File: config.mk
export PLATFORM = sky130hd
export DESIGN_NAME = dmacsa_channel
export DESIGN_NICKNAME = d
export VERILOG_FILES = /design/src/logic/dmacsa_pkg.sv /design/src/logic/dmacsa_channel.sv /design/src/logic/dmacsa_trigger.sv /design/src/logic/dmacsa_stepper.sv
export SDC_FILE = /design/constraint.sdc
export NUM_CORES = 1
export LEC_CHECK = 0
export BUFFER_PORTS_ARGS = -buffer_cell sky130_fd_sc_hd__buf_4
export CAP_MARGIN = 20
export CELL_PAD_IN_SITES_DETAIL_PLACEMENT = 1
export CELL_PAD_IN_SITES_GLOBAL_PLACEMENT = 1
export CORE_AREA = 2 2 122 124
export CTS_CLUSTER_DIAMETER = 150
export DETAILED_ROUTE_END_ITERATION = 8
export DIE_AREA = 0 0 124 126
export HOLD_SLACK_MARGIN = 0.12
export PLACE_DENSITY_LB_ADDON = 0.1
export SYNTH_ARGS = -nofsm -noshare
export SYNTH_HDL_FRONTEND = slang
export SYNTH_SLANG_ARGS = --single-unit
export TNS_END_PERCENT = 20
File: constraint.sdc
create_clock -name CLK -period 5.4 [get_ports CLK]
set_input_delay 0.81 -clock CLK [delete_from_list [all_inputs] [get_ports CLK]]
set_output_delay 0.81 -clock CLK [all_outputs]
set_load 0.05 [all_outputs]
File: src/logic/dmacsa_pkg.sv
// Purpose: Shared constants for the short address mode DMA channel.
// Assumes: Byte-wide register port with byte addresses.
// Notes:   Memory address register is big-endian over four bytes.
package dmacsa_pkg;

    localparam int          REG_ADDR_W   = 8;
    localparam int          DATA_W       = 8;
    localparam int          MEM_ADDR_W   = 24;
    localparam int          COUNT_W      = 16;

    // -----------------------------------------------------------------
    // Register offsets
    // -----------------------------------------------------------------
    localparam logic [7:0]  OFS_MAR_TOP  = 8'h20;
    localparam logic [7:0]  OFS_MAR_EXT  = 8'h21;
    localparam logic [7:0]  OFS_MAR_HIGH = 8'h22;
    localparam logic [7:0]  OFS_MAR_LOW  = 8'h23;
    localparam logic [7:0]  OFS_CNT_HIGH = 8'h24;
    localparam logic [7:0]  OFS_CNT_LOW  = 8'h25;
    localparam logic [7:0]  OFS_PER_ADDR = 8'h26;
    localparam logic [7:0]  OFS_CONTROL  = 8'h27;
    localparam logic [7:0]  OFS_STATUS   = 8'h28;
    localparam logic [7:0]  OFS_MASK     = 8'h29;

    // -----------------------------------------------------------------
    // Field positions and values
    // -----------------------------------------------------------------
    localparam int          BIT_ENABLE   = 7;
    localparam int          BIT_SIZE     = 6;
    localparam int          BIT_DIR      = 5;
    localparam int          BIT_REPEAT   = 4;
    localparam int          BIT_IRQ_EN   = 3;
    localparam int          SEL_HI       = 2;
    localparam int          SEL_LO       = 0;
    localparam int          ST_END       = 0;
    localparam int          ST_ZERO      = 1;
    localparam int          ST_W         = 2;

    localparam logic [7:0]  MAR_TOP_READ = 8'hFF;
    localparam logic [7:0]  CONTROL_RST  = 8'h00;
    localparam logic [7:0]  READ_NONE    = 8'h00;
    localparam logic [1:0]  SEL_FULL     = 2'h3;
    localparam logic [2:0]  SEL_TX_EMPTY = 3'h4;
    localparam logic [2:0]  SEL_RX_FULL  = 3'h5;

    typedef enum logic [1:0] {
        DMACSA_IO     = 2'h0,
        DMACSA_REPEAT = 2'h1,
        DMACSA_IDLE   = 2'h3
    } dmacsa_mode_type;

endpackage

File: src/logic/dmacsa_channel.sv
// Purpose: One DMA channel in short address mode with its registers.
// Assumes: Triggers are one-cycle pulses synchronous to CLK.
// Notes:   A transfer is announced one cycle after its trigger.
//
// Function
// RULE1: Memory address is 32 bits; top byte reads ones, low 24 bits writable.
// RULE2: Peripheral address register gives the other endpoint in short mode.
// RULE3: In full address mode the peripheral address is ignored.
// RULE4: Select 0-3 timer channel A, 4 transmit empty, 5 receive full.
// RULE5: Select top bits both one means full address mode.
// RULE6: Interrupt enable gates the request raised by transfer enable clearing.
// RULE7: Repeat 0 is I/O, repeat 1 with enable 0 repeat, both idle.
// RULE8: Direction zero steps the address up by one or two.
// RULE9: Direction one steps the address down by one or two.
// RULE10: Transfer enable allows transfers; all control bits reset to zero.
// RULE11: A 16-bit read/write transfer count, high and low bytes.
// RULE12: Count drops per transfer; I/O mode clears enable at zero.
//
// Design decision made here: the plain strobed port.
`timescale 1ns/1ps
module dmacsa_channel #(
    parameter int MEM_W = dmacsa_pkg::MEM_ADDR_W
) (
    input  wire logic                               CLK,
    input  wire logic                               RESET_N,
    input  wire logic [dmacsa_pkg::REG_ADDR_W-1:0]  REG_ADDR,
    input  wire logic [dmacsa_pkg::DATA_W-1:0]      REG_WDATA,
    input  wire logic                               REG_WRITE,
    input  wire logic                               REG_READ,
    output logic      [dmacsa_pkg::DATA_W-1:0]      REG_RDATA,
    input  wire logic [3:0]                         TIMER_MATCH_A,
    input  wire logic                               SERIAL_TX_EMPTY,
    input  wire logic                               SERIAL_RX_FULL,
    output logic                                    XFER_STROBE,
    output logic      [MEM_W-1:0]                   XFER_MEM_ADDR,
    output logic      [7:0]                         XFER_PERIPH_ADDR,
    output logic                                    XFER_WORD,
    output logic                                    FULL_ADDRESS_MODE,
    output logic                                    IRQ
);
    import dmacsa_pkg::*;

    initial begin
        if (MEM_W != MEM_ADDR_W) begin
            $error("dmacsa_channel: memory address must be 24 bits");
        end
    end

    // -----------------------------------------------------------------
    // Registers
    // -----------------------------------------------------------------
    logic [MEM_W-1:0]   mem_addr;
    logic [COUNT_W-1:0] count;
    logic [7:0]         periph_addr;
    logic [7:0]         control;
    logic [ST_W-1:0]    status;
    logic [ST_W-1:0]    mask;

    logic               enable;
    logic               word;
    logic               down;
    logic [2:0]         select;
    logic               full_mode;
    dmacsa_mode_type    mode;

    logic               fire;
    logic               go;
    logic [MEM_W-1:0]   next_mem_addr;
    logic [COUNT_W-1:0] next_count;
    logic               count_zero;
    logic               end_event;

    logic               wr_mar_ext;
    logic               wr_mar_high;
    logic               wr_mar_low;
    logic               wr_cnt_high;
    logic               wr_cnt_low;
    logic               wr_control;

    assign enable = control[BIT_ENABLE];
    assign word   = control[BIT_SIZE];
    assign down   = control[BIT_DIR];
    assign select = control[SEL_HI:SEL_LO];

    // Lowest select bit plays no part once full mode is chosen.
    assign full_mode = (select[SEL_HI:1] == SEL_FULL); // [RULE5]

    always_comb begin
        case ({control[BIT_REPEAT], control[BIT_IRQ_EN]}) // [RULE7]
            2'b10:   mode = DMACSA_REPEAT;
            2'b11:   mode = DMACSA_IDLE;
            default: mode = DMACSA_IO;
        endcase
    end

    assign wr_mar_ext  = REG_WRITE && (REG_ADDR == OFS_MAR_EXT);
    assign wr_mar_high = REG_WRITE && (REG_ADDR == OFS_MAR_HIGH);
    assign wr_mar_low  = REG_WRITE && (REG_ADDR == OFS_MAR_LOW);
    assign wr_cnt_high = REG_WRITE && (REG_ADDR == OFS_CNT_HIGH);
    assign wr_cnt_low  = REG_WRITE && (REG_ADDR == OFS_CNT_LOW);
    assign wr_control  = REG_WRITE && (REG_ADDR == OFS_CONTROL);

    // -----------------------------------------------------------------
    // Trigger and address step
    // -----------------------------------------------------------------
    dmacsa_trigger u_trigger (
        .select      (select),
        .timer_match (TIMER_MATCH_A),
        .tx_empty    (SERIAL_TX_EMPTY),
        .rx_full     (SERIAL_RX_FULL),
        .fire        (fire)
    );

    // Full address mode transfers belong to the paired channel, so this
    // channel starts none of its own while that mode is selected.
    assign go = enable && fire && !full_mode; // [RULE10]

    dmacsa_stepper #(
        .WIDTH (MEM_W)
    ) u_stepper (
        .addr      (mem_addr),
        .word      (word),
        .down      (down),
        .hold      (mode == DMACSA_IDLE),
        .next_addr (next_mem_addr)
    );

    // -----------------------------------------------------------------
    // Transfer count
    // -----------------------------------------------------------------
    // Repeat mode counts in the low byte and reloads it from the high
    // byte, so a block repeats without software help.
    always_comb begin
        next_count = count - COUNT_W'(1); // [RULE12]
        count_zero = (count == COUNT_W'(1));
        if (mode == DMACSA_REPEAT) begin
            count_zero = (count[7:0] == 8'h01);
            next_count = {count[15:8], count[7:0] - 8'h01};
            if (count_zero) begin
                next_count = {count[15:8], count[15:8]};
            end
        end
    end

    assign end_event = go && count_zero && (mode == DMACSA_IO);

    always_ff @(posedge CLK or negedge RESET_N) begin
        if (!RESET_N) begin
            count <= '0;
        end else if (wr_cnt_high) begin
            count[15:8] <= REG_WDATA; // [RULE11]
        end else if (wr_cnt_low) begin
            count[7:0] <= REG_WDATA; // [RULE11]
        end else if (go) begin
            count <= next_count; // [RULE12]
        end
    end

    // -----------------------------------------------------------------
    // Memory and peripheral addresses
    // -----------------------------------------------------------------
    // Software writes win over a step in the same cycle.
    always_ff @(posedge CLK or negedge RESET_N) begin
        if (!RESET_N) begin
            mem_addr <= '0;
        end else if (wr_mar_ext) begin
            mem_addr[23:16] <= REG_WDATA; // [RULE1]
        end else if (wr_mar_high) begin
            mem_addr[15:8] <= REG_WDATA; // [RULE1]
        end else if (wr_mar_low) begin
            mem_addr[7:0] <= REG_WDATA; // [RULE1]
        end else if (go) begin
            mem_addr <= next_mem_addr; // [RULE8] [RULE9]
        end
    end

    always_ff @(posedge CLK or negedge RESET_N) begin
        if (!RESET_N) begin
            periph_addr <= '0;
        end else if (REG_WRITE && (REG_ADDR == OFS_PER_ADDR)) begin
            periph_addr <= REG_WDATA;
        end
    end

    // -----------------------------------------------------------------
    // Control
    // -----------------------------------------------------------------
    // A software write in the same cycle as the end of a block wins, so
    // a restart written at that moment is not lost.
    always_ff @(posedge CLK or negedge RESET_N) begin
        if (!RESET_N) begin
            control <= CONTROL_RST; // [RULE10]
        end else if (wr_control) begin
            control <= REG_WDATA;
        end else if (end_event) begin
            control[BIT_ENABLE] <= 1'b0; // [RULE12]
        end
    end

    // -----------------------------------------------------------------
    // Transfer announcement
    // -----------------------------------------------------------------
    always_ff @(posedge CLK or negedge RESET_N) begin
        if (!RESET_N) begin
            XFER_STROBE      <= 1'b0;
            XFER_MEM_ADDR    <= '0;
            XFER_PERIPH_ADDR <= '0;
            XFER_WORD        <= 1'b0;
        end else begin
            XFER_STROBE <= go;
            if (go) begin
                XFER_MEM_ADDR    <= mem_addr;
                XFER_PERIPH_ADDR <= periph_addr; // [RULE2]
                XFER_WORD        <= word;
            end
        end
    end

    always_ff @(posedge CLK or negedge RESET_N) begin
        if (!RESET_N) begin
            FULL_ADDRESS_MODE <= 1'b0;
        end else begin
            FULL_ADDRESS_MODE <= full_mode; // [RULE3] [RULE5]
        end
    end

    // -----------------------------------------------------------------
    // Interrupts
    // -----------------------------------------------------------------
    // Status bits are sticky and cleared by writing one; an event in the
    // clearing cycle still sets its bit.
    always_ff @(posedge CLK or negedge RESET_N) begin
        if (!RESET_N) begin
            status <= '0;
        end else begin
            if (REG_WRITE && (REG_ADDR == OFS_STATUS)) begin
                status <= status & ~REG_WDATA[ST_W-1:0];
            end
            if (end_event && control[BIT_IRQ_EN]) begin
                status[ST_END] <= 1'b1; // [RULE6]
            end
            if (go && count_zero) begin
                status[ST_ZERO] <= 1'b1;
            end
        end
    end

    always_ff @(posedge CLK or negedge RESET_N) begin
        if (!RESET_N) begin
            mask <= '0;
        end else if (REG_WRITE && (REG_ADDR == OFS_MASK)) begin
            mask <= REG_WDATA[ST_W-1:0];
        end
    end

    assign IRQ = |(status & mask);

    // -----------------------------------------------------------------
    // Read port
    // -----------------------------------------------------------------
    always_ff @(posedge CLK or negedge RESET_N) begin
        if (!RESET_N) begin
            REG_RDATA <= READ_NONE;
        end else if (REG_READ) begin
            case (REG_ADDR)
                OFS_MAR_TOP:  REG_RDATA <= MAR_TOP_READ; // [RULE1]
                OFS_MAR_EXT:  REG_RDATA <= mem_addr[23:16];
                OFS_MAR_HIGH: REG_RDATA <= mem_addr[15:8];
                OFS_MAR_LOW:  REG_RDATA <= mem_addr[7:0];
                OFS_CNT_HIGH: REG_RDATA <= count[15:8];
                OFS_CNT_LOW:  REG_RDATA <= count[7:0];
                OFS_PER_ADDR: REG_RDATA <= periph_addr;
                OFS_CONTROL:  REG_RDATA <= control;
                OFS_STATUS:   REG_RDATA <= {6'h00, status};
                OFS_MASK:     REG_RDATA <= {6'h00, mask};
                default:      REG_RDATA <= READ_NONE;
            endcase
        end else begin
            REG_RDATA <= READ_NONE;
        end
    end

endmodule

File: src/logic/dmacsa_trigger.sv
// Purpose: Picks the activation source of the channel.
// Assumes: Request inputs are one-cycle pulses, synchronous to CLK.
// Notes:   Select codes six and seven give no trigger.
`timescale 1ns/1ps
module dmacsa_trigger (
    input  wire logic [2:0] select,
    input  wire logic [3:0] timer_match,
    input  wire logic       tx_empty,
    input  wire logic       rx_full,
    output logic            fire
);
    import dmacsa_pkg::*;

    always_comb begin
        fire = 1'b0;
        if (select[SEL_HI] == 1'b0) begin
            fire = timer_match[select[1:0]]; // [RULE4]
        end else if (select == SEL_TX_EMPTY) begin
            fire = tx_empty; // [RULE4]
        end else if (select == SEL_RX_FULL) begin
            fire = rx_full; // [RULE4]
        end
    end

endmodule

File: src/logic/dmacsa_stepper.sv
// Purpose: Next memory address after one transfer.
// Assumes: Address wraps modulo its width.
// Notes:   Hold keeps the address fixed, as idle mode needs.
`timescale 1ns/1ps
module dmacsa_stepper #(
    parameter int WIDTH = 24
) (
    input  wire logic [WIDTH-1:0] addr,
    input  wire logic             word,
    input  wire logic             down,
    input  wire logic             hold,
    output logic      [WIDTH-1:0] next_addr
);

    initial begin
        if (WIDTH < 2) begin
            $error("dmacsa_stepper: WIDTH must be at least 2");
        end
    end

    logic [WIDTH-1:0] step;

    always_comb begin
        step = word ? WIDTH'(2) : WIDTH'(1);
        if (hold) begin
            next_addr = addr;
        end else if (down) begin
            next_addr = addr - step; // [RULE9]
        end else begin
            next_addr = addr + step; // [RULE8]
        end
    end

endmodule

==> results of run 1 <==
cells in the final DEF (no fill, tap or decap), types with 4 or more instances in the layout:
cell,netlist,routed
a21o_1,5,5
o22ai_1,12,12
buf_4,3,72
a211oi_1,8,8
a22o_1,4,4
mux2_2,22,22
nand2b_1,5,4
o21ai_0,41,41
xnor2_1,20,20
a31oi_1,4,4
nor2b_1,5,5
o211ai_1,7,7
mux2i_1,9,9
nor3_1,12,12
o21bai_1,5,5
nand4_1,4,4
nand3_1,6,6
a222oi_1,4,4
nand2_1,138,138
dfrtp_1,103,103
xor2_1,15,15
nor2_1,54,54
a22oi_1,11,11
inv_1,19,19
a221oi_1,6,6
ha_1,25,25
a21oi_1,72,72
clkbuf_16,0,9
worst register-to-register path, cell delays in order, from the launching register on:
cell and delay (ns):
dfrtp_1 0.48, mux2_2 0.36, a222oi_1 0.74, nand2b_2 0.60
a21oi_1 0.12, o21ai_2 0.52, o21ai_0 0.25
metal layers:
metal | vias to the layer above | part of all wire (%) | GRT usage, %
met3 | 33 | 4.4 | 3.170
met5 | - | 0 | 0
met2 | 145 | 49 | 46.35
met1 | 2801 | 45 | 38.23
li1 | 2621 | - | -
met4 | 0 | 2.2 | 8.923
worst max path at each step:
| stage | to | slack (ns) | cells past startpoint | start |
|---|---|---|---|---|
| after floorplan | mem_addr[21] | 2.71 | 9 | control[5] |
| after global placement | mem_addr[2] | 1.89 | 7 | TIMER_MATCH_A[3] |
| after detailed placement | mem_addr[21] | 1.80 | 8 | REG_ADDR[4] |
| after CTS | mem_addr[3] | 2.11 | 6 | control[0] |
| after global routing | mem_addr[21] | 1.68 | 8 | REG_ADDR[4] |
| final | mem_addr[21] | 2.11 | 8 | REG_ADDR[4] |
power groups by stage:
stage | clock network, W | registers [W] | logic (W)
floorplan | 0 | 0.00104 | 0.000357
global placement | 0 | 0.00102 | 0.000576
detailed placement | 0 | 0.00103 | 0.000602
CTS | 0.000702 | 0.00101 | 0.000607
global route | 0.000736 | 0.00102 | 0.000666
finish | 0.000690 | 0.00101 | 0.000605
flip-flops by register name (all words and copies together) (netlist names):
name	flops
mem_addr	24
XFER_MEM_ADDR	24
XFER_STROBE	1
periph_addr	8
mask	2
XFER_PERIPH_ADDR	8
control	8
FULL_ADDRESS_MODE	1
status	2
count	16
XFER_WORD	1
REG_RDATA	8
per-stage QoR:
step	setup slack [ns]	instance area, um2	utilization [%]	hold slack (ns)	std cells
after floorplan	2.712	6267	-	0.4628	706
after global placement	1.886	6899	48.20	0.4515	931
after detailed placement	1.800	6899	48.20	0.4609	931
after CTS	2.115	7208	50.36	0.4786	947
after global routing	1.676	7208	50.36	0.5047	947
final	2.111	7208	50.36	0.4709	947
kinds of logic after synthesis:
group / Yosys count / synth area share, %
xor gates and xnor gates: 35 / 4.891
AOI/OAI and AO/OA: 204 / 20.50
buffers and inverters: 51 / 3.454
DFF: 103 / 41.13
adders and majority gates: 26 / 5.310
muxes: 31 / 5.390
and+or+nand+nor: 256 / 19.32
cell type report:
cell class / instances / share of cell area (%)
Clock buffer: 11 / 3.506
Clock inverter: 5 / 0.7811
Inverter: 20 / 1.041
Multi-Input combinational cell: 552 / 48.22
Sequential cell: 103 / 35.76
Tap cell: 184 / 3.194
Timing Repair Buffer: 72 / 7.499
==> flow_metrics.tcl, run 1 <==
set metrics [dict create \
    status "completed" \
    hp-class "register to register" \
    cts-buffers-inserted 9 \
    synth_cells 706 \
    cts_buffer_depth 2 \
    synth_edf_count 0 \
    power.internal_w 0.001478 \
    max_freq_mhz 304.1 \
    routed_wirelength_um 20780 \
    cts_sinks 103 \
    rsz0062_at_grt "no" \
    cts_setup_buffers 0 \
    first_pass_iters 4 \
    fin_skew_ns 0.01204 \
    port_buffers 69 \
    cts_tree "yes" \
    grt_start_max_net_pins 55 \
    path_clk_slew_ns 0.08 \
    n_fill_cell 1681 \
    synth.avg_cell_area_um2 8.877 \
    leakagePower_nw 3.380 \
    crit_buf_inv 1 \
    clockRootBuffer "clkbuf_16" \
    syn_to_final_growth_pct 15.01 \
    reg2reg_depth 6 \
    power.total_w 0.002309 \
    cp-end-kind "register" \
    multi_input_area_um2 3476 \
    period_share_pct 60.90 \
    grt_pass1_vias 5871 \
    ys_ff_latch 103 \
    crit_family "simple AND/OR/NAND/NOR gates" \
    dr_total_vias 5600 \
    yosys-top-cells-area "dfrtp_1 41%, nand2_1 8.3%, a21oi_1 5.7%" \
    slowest_delay_ns 0.83 \
    r2r-end "mem_addr[3]" \
    holdPathStages 2 \
    async_flop_share_pct 100.0 \
    diodes 0 \
    swShare_pct 35.99 \
    clkPwrFrac_pct 29.9 \
    regArea_um2 2577 \
    irDropWorstVdd_mv 0.1379 \
    finalMaxSlewViolations 0 \
    yosysMostFrequentCell "nand2_1" \
    synth_top_area_cell "dfrtp_1" \
    post_cts_resized 0 \
    crit_type "input port to register" \
    path_max_fanout 14 \
    r2r_start "control[0]" \
    max-slew-margin-rel_pct 35.02 \
    yosys_warnings 0 \
    period_minus_slack_ns 3.289 \
    htree_num_levels 3 \
    coreArea_um2 14310 \
    power_frac_seq_pct 43.9 \
    synthesis.area_um2 6267 \
    p_sw_w 0.0008310 \
    hold_buffers 0 \
    cp.required_ns 5.68 \
    gr-total-overflow 0 \
    ios 70 \
    min_to "XFER_MEM_ADDR[14]" \
    grt_use_total_pct 28.00 \
    yosysSeqAreaShare_pct 41.13 \
    yosysUniqueCellTypes 68 \
    worstPathArrival_ns 3.56 \
    die_h_um 126 \
    clk_latency_ns 0.36 \
    power_density_nw_per_um2 320.3 \
    drt_iter0_markers 352 \
    finalSetupTns_ns 0 \
    synth_common_cells "138 x nand2_1, 103 x dfrtp_1, 72 x a21oi_1, 54 x nor2_1, 41 x o21ai_0" \
    die_x_um 124 \
    gp_routability_congestion 0.9238 \
    min-delay-start "XFER_MEM_ADDR[14]" \
    drc 0 \
    drive_above_1_share_pct 17.04 \
    wl_per_cell_um 21.95 \
    nNetsFinal 810 \
    synth-main-ff-cell "dfrtp_1" \
    setup_viol 0 \
    antenna_found_initial 0 \
    combPwrFrac_pct 26.2 \
    dieArea_um2 15620 \
    num_rows 44 \
    synth_nets 758 \
    reg2reg_slack_ns 2.17 \
    start_util_pct 43.78 \
    worst_pin_slew_ns 0.9711 \
    grt_pass1_wl_um 32950 \
    crit_slowest_cell "nor2_1" \
    ant_nets 0 \
    via_per_inst 5.913 \
    yosys.area.top_type_share_pct 41.13 \
    crit_chain "buf_4 > nor4b_2 > nand2_1 > nor2_1 > o21bai_2 > nor2_2 > nand4_1 > o211ai_1" \
    place_hpwl_um 15440 \
    startpoint_type "input port" \
    maxCapViolCount 0 \
    hold_viol_final 0 \
]
Power figures use the tool's default switching activity.
==> run 2, diff against run 1 <==
==> constraint.sdc (replaced) <==
create_clock -name CLK -period 3.2 [get_ports CLK]
set_input_delay 0.48 -clock CLK [delete_from_list [all_inputs] [get_ports CLK]]
set_output_delay 0.48 -clock CLK [all_outputs]
set_load 0.05 [all_outputs]
==> run 2 against run 1 <==
Global-route usage rose by 0.13 points. Clock power rose by 81%. Non-clock buffer count rose by 11. Hold slack got worse by 0.23 ns. Die area did not move. Highest routed layer unchanged. Via count rose by 3.3%.
==> flow_metrics.tcl, run 2 (synthesized netlist as in run 1, its figures left out) <==
set metrics [dict create \
    crit_family "compound AO/OA/AOI/OAI gates" \
    cts_tree "yes" \
    grt_start_max_net_pins 73 \
    crit_slowest_cell "a211oi_1" \
    drive_above_1_share_pct 18.11 \
    clockRootBuffer "clkbuf_16" \
    hold_buffers 0 \
    die_x_um 124 \
    startpoint_type "register" \
    ios 70 \
    crit_cells 9 \
    max-slew-margin-rel_pct 37.63 \
    largestRegisters "XFER_MEM_ADDR x24, mem_addr x24, count x16" \
    crit_chain "nor2b_1 > ha_1 > nand2b_1 > a211oi_1 > o21ai_0 > o21ai_0 > a21oi_1 > or4_1 > o211ai_1" \
    cp.required_ns 3.47 \
    period_minus_slack_ns 2.853 \
    post_cts_resized 0 \
    power_density_nw_per_um2 545.6 \
    syn_to_final_growth_pct 16.65 \
    ant_nets 0 \
    antenna_found_initial 0 \
    crit_type "register to register" \
    grt_pass1_wl_um 33390 \
    routed_wirelength_um 21150 \
    finalNonFillerCells 957 \
    maxCapViolCount 0 \
    grt_pass1_vias 6007 \
    setup_viol 0 \
    final_common_cell "nand2_1" \
    wl_per_cell_um 22.10 \
    placed_cell_area_um2 6982 \
    worst_pin_slew_ns 0.9356 \
    period_share_pct 89.16 \
    crit_buf_inv 0 \
    dr_total_vias 5782 \
    max_freq_mhz 350.5 \
    start_util_pct 43.78 \
    status "completed" \
    reg2reg_depth 9 \
    diodes 0 \
    path_max_fanout 6 \
    first_pass_iters 5 \
    reg2reg_slack_ns 0.35 \
    place_hpwl_um 15670 \
    path_clk_slew_ns 0.07 \
    port_buffers 69 \
    dieArea_um2 15620 \
    irDropWorstVdd_mv 0.3367 \
    slowest_delay_ns 0.44 \
    nNetsFinal 821 \
    clk_latency_ns 0.36 \
    cts_buffer_depth 2 \
    hp-class "input port to asynchronous set/reset pin" \
    dp.cells 942 \
    worstPathArrival_ns 3.13 \
    rsz0062_at_grt "no" \
    cp-end-kind "register" \
    hold_viol_final 0 \
    finalMaxSlewViolations 0 \
    finalSetupTns_ns 0 \
    fin_skew_ns 0.006789 \
    hold_slack_ns 0.2457 \
    htree_num_levels 3 \
    coreArea_um2 14310 \
    leakagePower_nw 3.440 \
    cts-buffers-inserted 9 \
    n_fill_cell 1664 \
    die_h_um 126 \
    gp_routability_congestion 0.9250 \
    drt_iter0_markers 343 \
    gr-total-overflow 0 \
    num_rows 44 \
    cp_common_cell "o21ai_0" \
    drc 0 \
    cts_sinks 103 \
    finalInstanceArea_um2 7311 \
    grt_use_total_pct 28.13 \
    cts_setup_buffers 0 \
    final_cell_mix "138 x nand2_1, 103 x dfrtp_1, 83 x buf_4" \
    via_per_inst 6.042 \
]
==> run 2: routing by layer <==
layer  wire length, um  up-vias  global-route usage [%]
met4               372        0                   8.196
met5                 0        -                       0
met2             10410      140                   46.32
li1                  -     2645                       -
met1              9370     2968                   37.76
met3               992       29                   5.072
==> run 2: final timing paths <==
| path | startpoint | to |
|---|---|---|
| worst max-delay path | control[5] | mem_addr[21] |
| worst max register to register | control[5] | mem_addr[21] |
| min in group CLK | XFER_PERIPH_ADDR[7] | XFER_PERIPH_ADDR[7] |
| max in group asynchronous | RESET_N | count[10] |
| worst min-delay path | RESET_N | XFER_STROBE |
| worst min register to register | XFER_PERIPH_ADDR[7] | XFER_PERIPH_ADDR[7] |
==> run 2: report_power, final <==
part / total [W] / switching (W) / leakage [nW] / internal, W
combinational: 0.00103 / 0.000630 / 1.89 / 0.000395
clock: 0.00125 / 0.000519 / 0.158 / 0.000727
sequential: 0.00172 / 0.000263 / 1.39 / 0.00145
==> run 2: cell type report <==
cell class / instances / area (um2) / area share [%]
clock inverters: 4 / 76.32 / 1.044
well taps: 184 / 230.2 / 3.149
multi-input cells: 552 / 3476 / 47.54
clock buffers: 11 / 252.7 / 3.457
inverters: 20 / 75.07 / 1.027
repair buffers: 83 / 623.1 / 8.523
flip-flops and latches: 103 / 2577 / 35.26
==> run 2: per-stage QoR <==
step	setup WS [ns]	util (%)	total power (W)
after global placement	0.4721	48.78	0.002701
after floorplan	0.5122	-	0.002356
after global routing	0.1091	51.08	0.004181
after CTS	0.3566	51.08	0.003995
final	0.3469	51.08	0.003989
after detailed placement	0.4003	48.78	0.002750
